==> src/verilog/pcg_regs.vh <==
// Register offsets, field positions and reset values of the clock block
`ifndef PCG_REGS_VH
`define PCG_REGS_VH
`define PCG_ADDR_W        12
`define PCG_OFF_PLL_SETTINGS_READBACK    12'h064
`define PCG_OFF_RUNGATE   12'h100
`define PCG_OFF_SLPGATE   12'h110
`define PCG_OFF_DSLGATE   12'h120
`define PCG_OFF_RCC       12'h060
`define PCG_OFF_IRQSTAT   12'h140
`define PCG_OFF_IRQMASK   12'h144
`define PCG_OFF_FAULT     12'h148
`define PCG_RCC_CRYSTAL_SELECT_LSB  6
`define PCG_RCC_CRYSTAL_SELECT_MSB  9
`define PCG_RCC_ACG       27
`define PCG_RCC_RESET     32'h000002c0
`define PCG_GATE_RESET    32'h00000001
`define PCG_GATE_RWMASK   32'h00110f0f
`define PCG_GATE_UNITS    32'h0011000f
`define PCG_ADSPD_RESET   32'h00000100
`define PCG_OD_LSB        14
`define PCG_F_LSB         5
`define PCG_MODE_RUN      2'h0
`define PCG_MODE_SLEEP    2'h1
`define PCG_MODE_DEEP     2'h2
`define PCG_IRQ_XTALCHG   0
`define PCG_IRQ_FAULT     1
`endif

==> src/verilog/pcg_clock_gate.v <==
// PLL translation readback and per-mode peripheral clock gating
`timescale 1ns/1ps
`include "pcg_regs.vh"
// Contract
// - After reset the PLL readback holds settings for the reset crystal.
// - Changing crystal_select recomputes the PLL readback settings.
// - Bits 13:5 show the nine-bit multiplying value; read-only.
// - Reserved bits read zero; software preserves them.
// - A set gating bit clocks its unit; clear leaves it unclocked.
// - Access to a gated-off unit answers with a bus fault.
// - Gating bits reset to zero unless documented otherwise.
// - Run, sleep and deep-sleep gating registers at 0x100, 0x110, 0x120.
// - Sleep registers apply only with auto_clock_gating set; else run.
// - Bit positions without units stay reserved, read-only zero, except adc_max_speed bits 11:8.
// - Bit 16 gates the sampler unit.
// - Bits 3, 2, 1 gate watchdog, trace output, serial debug.
// - Bit 0 gates the boundary-scan port and resets to one.
module pcg_clock_gate
(
    sys_clk,
    rst_n,
    reg_addr,
    reg_wdata,
    reg_wr,
    reg_rd,
    reg_rdata,
    power_mode,
    unit_sel,
    unit_access,
    unit_fault,
    unit_clk_en,
    pll_output_divide,
    pll_multiplier,
    pll_input_divide,
    adc_max_speed,
    irq
);
    input  wire                     sys_clk;
    input  wire                     rst_n;
    input  wire [`PCG_ADDR_W-1:0]   reg_addr;
    input  wire [31:0]              reg_wdata;
    input  wire                     reg_wr;
    input  wire                     reg_rd;
    output reg  [31:0]              reg_rdata;
    input  wire [1:0]               power_mode;
    input  wire [4:0]               unit_sel;
    input  wire                     unit_access;
    output wire                     unit_fault;
    output wire [31:0]              unit_clk_en;
    output wire [1:0]               pll_output_divide;
    output wire [8:0]               pll_multiplier;
    output wire [4:0]               pll_input_divide;
    output wire [3:0]               adc_max_speed;
    output wire                     irq;

    reg  [31:0] rcc_r;
    reg  [31:0] gate_r [0:2];
    reg  [15:0] pll_r;
    reg  [1:0]  irq_stat_r;
    reg  [1:0]  irq_mask_r;
    reg  [31:0] fault_cnt_r;
    reg  [31:0] gate_sel;
    reg  [31:0] rdata_nxt;
    wire [3:0]  crystal_select;
    integer     i;

    // Crystal code to PLL settings: {output divide, F, R}
    function [15:0] pll_lookup;
        input [3:0] code;
        begin
            case (code)
                4'h4:    pll_lookup = {2'h0, 9'h0c6, 5'h03};
                4'h5:    pll_lookup = {2'h0, 9'h0c2, 5'h03};
                4'h6:    pll_lookup = {2'h0, 9'h0c6, 5'h04};
                4'h7:    pll_lookup = {2'h0, 9'h0ba, 5'h04};
                4'h8:    pll_lookup = {2'h0, 9'h0d2, 5'h05};
                4'h9:    pll_lookup = {2'h0, 9'h0c6, 5'h05};
                4'ha:    pll_lookup = {2'h0, 9'h0c0, 5'h05};
                4'hb:    pll_lookup = {2'h0, 9'h0c6, 5'h06};
                4'hc:    pll_lookup = {2'h0, 9'h0c1, 5'h06};
                4'hd:    pll_lookup = {2'h0, 9'h0c9, 5'h08};
                4'he:    pll_lookup = {2'h0, 9'h0c6, 5'h08};
                4'hf:    pll_lookup = {2'h0, 9'h0c3, 5'h08};
                default: pll_lookup = 16'h0000;
            endcase
        end
    endfunction

    function [1:0] gate_index;
        input [`PCG_ADDR_W-1:0] a;
        begin
            case (a)
                `PCG_OFF_RUNGATE: gate_index = 2'h0;
                `PCG_OFF_SLPGATE: gate_index = 2'h1;
                `PCG_OFF_DSLGATE: gate_index = 2'h2;
                default:          gate_index = 2'h3;
            endcase
        end
    endfunction

    assign crystal_select = rcc_r[`PCG_RCC_CRYSTAL_SELECT_MSB:`PCG_RCC_CRYSTAL_SELECT_LSB];

    // Effective gate set for current power mode
    always @*
    begin
        gate_sel = gate_r[0];
        if (rcc_r[`PCG_RCC_ACG])
        begin
            if (power_mode == `PCG_MODE_SLEEP)
                gate_sel = gate_r[1];
            else if (power_mode == `PCG_MODE_DEEP)
                gate_sel = gate_r[2];
        end
    end

    assign unit_clk_en = gate_sel & `PCG_GATE_UNITS;
    assign unit_fault  = unit_access & ~unit_clk_en[unit_sel];
    assign adc_max_speed = gate_r[0][11:8];
    assign pll_output_divide = pll_r[15:14];
    assign pll_multiplier    = pll_r[13:5];
    assign pll_input_divide  = pll_r[4:0];
    assign irq = |(irq_stat_r & irq_mask_r);

    always @(posedge sys_clk)
    begin
        if (!rst_n)
        begin
            rcc_r       <= `PCG_RCC_RESET;
            pll_r       <= 16'h0000;
            irq_stat_r  <= 2'h0;
            irq_mask_r  <= 2'h0;
            fault_cnt_r <= 32'h00000000;
            for (i = 0; i < 3; i = i + 1)
                gate_r[i] <= `PCG_GATE_RESET | `PCG_ADSPD_RESET;
        end
        else
        begin
            pll_r <= pll_lookup(crystal_select);
            if (reg_wr && reg_addr == `PCG_OFF_RCC)
                rcc_r <= reg_wdata;
            if (reg_wr && gate_index(reg_addr) != 2'h3)
                gate_r[gate_index(reg_addr)] <=
                    reg_wdata & `PCG_GATE_RWMASK;
            if (reg_wr && reg_addr == `PCG_OFF_IRQMASK)
                irq_mask_r <= reg_wdata[1:0];
            if (unit_fault)
                fault_cnt_r <= fault_cnt_r + 32'h00000001;
            else if (reg_rd && reg_addr == `PCG_OFF_FAULT)
                fault_cnt_r <= 32'h00000000;
            // Read clears status; new events win
            irq_stat_r <= (reg_rd && reg_addr == `PCG_OFF_IRQSTAT)
                          ? 2'h0 : irq_stat_r;
            if (reg_wr && reg_addr == `PCG_OFF_RCC &&
                reg_wdata[`PCG_RCC_CRYSTAL_SELECT_MSB:`PCG_RCC_CRYSTAL_SELECT_LSB] != crystal_select)
                irq_stat_r[`PCG_IRQ_XTALCHG] <= 1'b1;
            if (unit_fault)
                irq_stat_r[`PCG_IRQ_FAULT] <= 1'b1;
        end
    end

    // Read mux; writes to the readback register are ignored
    always @*
    begin
        case (reg_addr)
            `PCG_OFF_PLL_SETTINGS_READBACK:  rdata_nxt = {16'h0000, pll_r};
            `PCG_OFF_RCC:     rdata_nxt = rcc_r;
            `PCG_OFF_RUNGATE: rdata_nxt = gate_r[0];
            `PCG_OFF_SLPGATE: rdata_nxt = gate_r[1];
            `PCG_OFF_DSLGATE: rdata_nxt = gate_r[2];
            `PCG_OFF_IRQSTAT: rdata_nxt = {30'h0, irq_stat_r};
            `PCG_OFF_IRQMASK: rdata_nxt = {30'h0, irq_mask_r};
            `PCG_OFF_FAULT:   rdata_nxt = fault_cnt_r;
            default:          rdata_nxt = 32'h00000000;
        endcase
    end

    always @(posedge sys_clk)
    begin
        if (!rst_n)
            reg_rdata <= 32'h00000000;
        else if (reg_rd)
            reg_rdata <= rdata_nxt;
        else
            reg_rdata <= 32'h00000000;
    end
endmodule // pcg_clock_gate

==> config.mk <==
export PLATFORM = sky130hd
export DESIGN_NAME = pcg_clock_gate
export DESIGN_NICKNAME = d
export VERILOG_FILES = /design/src/verilog/pcg_clock_gate.v
export VERILOG_INCLUDE_DIRS = /design/src /design/src/verilog
export SDC_FILE = /design/constraint.sdc
export NUM_CORES = 1
export LEC_CHECK = 0
export ABC_AREA = 1
export BUFFER_PORTS_ARGS = -buffer_cell sky130_fd_sc_hd__buf_2
export CAP_MARGIN = 20
export CORE_UTILIZATION = 40
export DETAILED_ROUTE_END_ITERATION = 8
export PLACE_DENSITY = 0.69
export SLEW_MARGIN = 15
export SYNTH_ARGS = -nofsm -noshare
export SYNTH_HDL_FRONTEND = slang
export SYNTH_SLANG_ARGS = --single-unit
==> constraint.sdc <==
create_clock -name sys_clk -period 2 [get_ports sys_clk]
set_clock_uncertainty 0.05 [all_clocks]
set_input_delay 0.1 -clock sys_clk [delete_from_list [all_inputs] [get_ports sys_clk]]
set_output_delay 0.1 -clock sys_clk [all_outputs]
set_load 0.02 [all_outputs]
# Word level (Yosys, flattened, before mapping)
# Memories as Yosys holds them, arrays and structs flattened. A register that Yosys moved wholly into a read port is not among the register bits.
# Cells that the tools add are included.
dict set report totals {
  inputBits 56
  out_inout_bits 86
  memories 2
  ramBits 30
  reg_bits 116
  romBits 192
}
# memory depth word_bits read_ports rd_ports_with_merged_regs write_ports line_no
set mem_list {}
lappend mem_list {{(name not given)} 16 12 1 1 0 pcg_clock_gate.v:71} ;# case (code)
lappend mem_list {gate_r 3 10 3 0 3 pcg_clock_gate.v:57} ;# reg [31:0] gate_r [0:2];
dict set report op_classes {
  n_eq_ne 12
  mux 22
  n_reduce_logical 13
  order_cmp 1
  addsub 1
  bitwise_logic 3
}
# operator count
set ops {}
lappend ops {{$pmux 32 s8} 1}
lappend ops {{$eq 12x9->1 const B} 6}
lappend ops {{$mux 32} 2}
lappend ops {{$mux 21} 3}
lappend ops {{$add 32x1->32 const B} 1}
lappend ops {{$eq 12x7->1 const B} 2}
lappend ops {{$mux 10} 1}
lappend ops {{$mux 2} 5}
lappend ops {{$reduce_or 10->1} 1}
lappend ops {{$mux 1} 8}
lappend ops {{$logic_and 1x1->1} 6}
lappend ops {{$lt 5x6->1 const B} 1}
lappend ops {{$pmux 2 s3} 1}
lappend ops {{$reduce_bool 2->1} 3}
lappend ops {{$bmux 1 s5} 1}
lappend ops {{$ne 4x4->1} 1}
lappend ops {{$and 2x2->2} 1}
lappend ops {{$eq 2x1->1 const B} 1}
lappend ops {{$eq 2x2->1 const B} 1}
lappend ops {{$ne 2x2->1 const B} 1}
lappend ops {{$reduce_and 2->1} 1}
lappend ops {{$reduce_or 2->1} 1}
lappend ops {{$and 1x1->1} 1}
lappend ops {{$logic_not 1->1} 1}
lappend ops {{$not 1->1} 1}

# Depth between registers and ports, before layout
dict set report logic_depth {
  word_depth 10
  ltp_mapped 16
}

# Worst setup path after synthesis
# Ideal clock, no wire load.
dict set report synth_timing {
  path_type {input -> register}
  from {input port reg_addr[1]}
  to {memory gate_r[1][0] in the netlist's numbering (enable)}
  path_stages 10
  arrival_ns 1.424
  setup_ns 0.340
  setup_slack_ns 0.187
  path_cell_list {or2_1 -> nor2_2 -> nand2_1 -> nor2_2 -> nand2_1 -> nor3_2 -> inv_1 -> nor2_1 -> inv_2 -> nand2_1}
}
# element line_no
set synth_rtl {}
lappend synth_rtl {{start, declared} pcg_clock_gate.v:40} ;# input wire [`PCG_ADDR_W-1:0] reg_addr;
lappend synth_rtl {{end, declared} pcg_clock_gate.v:57}

==> impl_metrics.toml <==
[status]
status = "finished, final reports clean"

[floorplan]
die_x_um = 138
die_area_um2 = 19000
core-area_um2 = 18000
rows = 49
pin_count = 142
die_y_um = 138
start_util_pct = 40.9

[setup_path]
worstPathCellList = "nand3_1 > nand2_1 > nand2_1 > nand2_2 > nor2_2 > nor2_2 > nand2_1 > nand2_2 > nand2_4 > nand2_8 > clkinv_4 > buf_6"
worst-setup-path-type = "flop to primary output"
crit_required_ns = 1.85
cpPeakStageDelay_ns = 0.43
crit_start = "gate_r[2][0]$_SDFFCE_PN1P_"
cp_common_cell = "nand2_1"
r2r-end = "fault_cnt_r[29]$_SDFFE_PN0P_"
r2r_start = "gate_r[2][1]$_SDFFCE_PN0P_"
cpMaxStageDelayCell = "edfxtp_1"
reg2reg_depth = 14
crit_path_end = "unit_fault"
cp_max_fo = 3
r2r_slack_ns = 0.13
crit_path_end_kind = "primary output"
cp-start-kind = "flop"
crit_arrival_ns = 1.75

[flow_run]
drv_cap = 0

[power_and_ir_drop]
p_seq_share_pct = 45.5
ir_worst_vdd_uv = 607
sw_frac_of_total_pct = 23.3
power_density_nw_per_um2 = 713
p_switching_uw = 1530
p_int_uw = 5050
clkPwrFrac_pct = 47.1
finalPower_uw = 6580
p_comb_share_pct = 7.4
p_leak_uw = 0.00369

[synthesis]
synth_xor_area_share_pct = 2.85
synth_cell_types = 43
ys_dominant_reg_cell = "dfxtp_1"
synthAdderAreaFrac_pct = 0.170
synth-simple-area-share_pct = 30.3
synth_area_um2 = 7380
synth.most_common_cell = "nand2_1"
netlist.area_leader.share_pct = 30.4
synthMuxAreaShare_pct = 0
yosys_warnings = 0
synth_compound_area_share_pct = 12.5
synth_common_cells = "184 x nand2_1, 112 x dfxtp_1, 108 x nor2_1, 79 x inv_1, 55 x nand3_1"
synth_area_leaders = "dfxtp_1 30%, edfxtp_1 12%, nand2_1 9.4%, nor2_1 5.5%, inv_1 4.0%"
synth_cells = 950
async_flop_share_pct = 0
synth_seq_cells = 142
avgSynthCellArea_um2 = 7.77
synth_top_family_by_area = "simple AND/OR/NAND/NOR gates"
seq_area_frac_synth_pct = 42.6
yosys.area.top_type = "dfxtp_1"
synth_edf_count = 30

[detailed_routing]
vias_per_cell = 5.05
drc = 0
drtIter0Drc = 513
via_count = 6847
drt-pass1-iter-count = 5
wirelength_um = 20400
postRouteAntennaNets = 0
wl_per_cell_um = 15.1

[layout]
final_area_um2 = 9240
num-fill-cells = 1745
area_growth_pct = 25.2
num-nets-final = 1172
ff_latch_area_um2 = 3150
multiInputGateArea_um2 = 3520
drive_above_1_share_pct = 25.4
layout.cells.non_filler = 1357

[placement]
io_buffers = 111
gp_congestion = 0.945
post_dp_cell_area_um2 = 8220
dpl.cell_count = 1284
dp_hpwl_um = 15000

[global_route]
grt_pass1_vias = 6385
grt_overflow = 0
gr-usage-all-layers_pct = 22.2
grt_first_pass_wirelength_um = 32200
grt_max_degree = 34
grt_antenna_before_repair = 0

[sta]
hold_viol = 0
fin_crit_sh_pct = 95.0
tightest_slew_ns = 0.512
slew_headroom_pct = 65.7
period_minus_slack_ns = 1.90
slew_violations = 0
setup_viol = 0
max_freq_mhz = 526
rsz0062_at_grt = "true"

[hold_path]
hold_path.class = "primary input to flop"

[cts]
clk_pin_slew_worst_paths_ns = 0.06
cts_tree = "done"
numCtsBuffers = 17
clockRootBuffer = "clkbuf_16"
cts.sinks = 142
cts.htree.levels = 4
clk_latency_ns = 0.42
clock_path_buffers = 2
==> metrics by stage <==
| stage | hold WS, ns | TNS, ns | utilization, % | setup WS, ns |
|---|---|---|---|---|
| finish | 0.0305 | 0 | 51.2 | 0.0991 |
| global route | 0.0558 | -0.0282 | 51.2 | -0.0193 |
| CTS | 0.0216 | 0 | 50.9 | 0.0265 |
| detailed placement | 0.287 | 0 | 45.6 | 0.113 |
| global placement | 0.284 | 0 | 45.6 | 0.146 |
| floorplan | 0.180 | 0 | - | 0.187 |
==> how the worst min path moves through the flow <==
| stage | cells past startpoint | endpoint | start | slack (ns) |
|---|---|---|---|---|
| floorplan | 2 | rcc_r[6]$_SDFFE_PN1P_ | reg_wdata[6] | 0.18 |
| global placement | 3 | rcc_r[13]$_SDFFE_PN0P_ | reg_wdata[13] | 0.28 |
| detailed placement | 3 | rcc_r[13]$_SDFFE_PN0P_ | reg_wdata[13] | 0.29 |
| CTS | 3 | rcc_r[12]$_SDFFE_PN0P_ | reg_wr | 0.02 |
| global route | 3 | rcc_r[12]$_SDFFE_PN0P_ | reg_wr | 0.06 |
| finish | 3 | rcc_r[12]$_SDFFE_PN0P_ | reg_wr | 0.03 |
==> timing repair <==
item | 4_1_cts | 5_1_grt
gates cloned | 1 | 0
resized for setup | 1 | 11
setup buffers | 2 | 3
hold endpoints to repair | 49 | 0
endpoints found under the setup margin | 1 | 12
pin swaps | 0 | 5
hold buffers | 35 | 0
==> cells in the final DEF (no fill, tap or decap), drive strengths merged, types with 2 or more instances in the layout <==
master       count
a221oi           6
o22ai            3
o21ai           46
clkinvlp         2
and3             2
nor2           116
xnor2            5
or2              2
nor3            39
nand4            9
a31oi            2
buf            161
dfxtp          112
clkinv           7
inv             86
dlygate4sd3     35
xor2            19
a21oi           78
o211ai           5
nand3b          18
edfxtp          30
clkbuf          22
conb            30
nand2          197
o221ai           6
nand3           82
==> final cells by class <==
class | instances | area share (%)
multi-input cells | 671 | 38.1
flip-flops and latches | 142 | 34.1
inverters | 87 | 3.59
clock inverters | 9 | 0.854
diodes | 1 | 0.0271
repair buffers | 196 | 14.8
well taps | 229 | 3.10
clock buffers | 22 | 5.47
==> worst max-delay path, delay by kind of cell (launching register included) <==
family,cells,cell delay [ns]
buf+inv,2,0.16
simple gates,10,0.74
flops,1,0.43
==> per-layer routing <==
metal / vias to the layer above / track usage, % / routed length (um)
met2: 239 / 35.0 / 9550
met5: - / 0 / 0
met1: 3168 / 29.4 / 9150
met4: 0 / 9.54 / 560
met3: 40 / 4.38 / 1180
li1: 3400 / - / -
==> power groups by stage <==
| stage | logic [uW] | registers (uW) | clock network [uW] |
|---|---|---|---|
| floorplan | 318 | 3050 | 0 |
| global placement | 409 | 3050 | 0 |
| detailed placement | 412 | 3050 | 0 |
| CTS | 475 | 2990 | 3150 |
| global route | 530 | 3000 | 3260 |
| finish | 490 | 2990 | 3100 |
==> state kept, by name, indices dropped and copies added (netlist names) <==
register     flops
irq_mask_r       2
fault_cnt_r     32
pll_r           12
reg_rdata       32
gate_r          30
irq_stat_r       2
rcc_r           32
==> cell families (layout without fill, tap and decap cells) <==
family          count (synthesis)  count (layout)
simple gates                  466             467
buf+inv                       167             314
compound gates                149             149
flops                         142             142
xor+xnor                       24              24
fa+ha+maj                       1               1
other cells                     1              31
(Power assumes the default switching activity.)
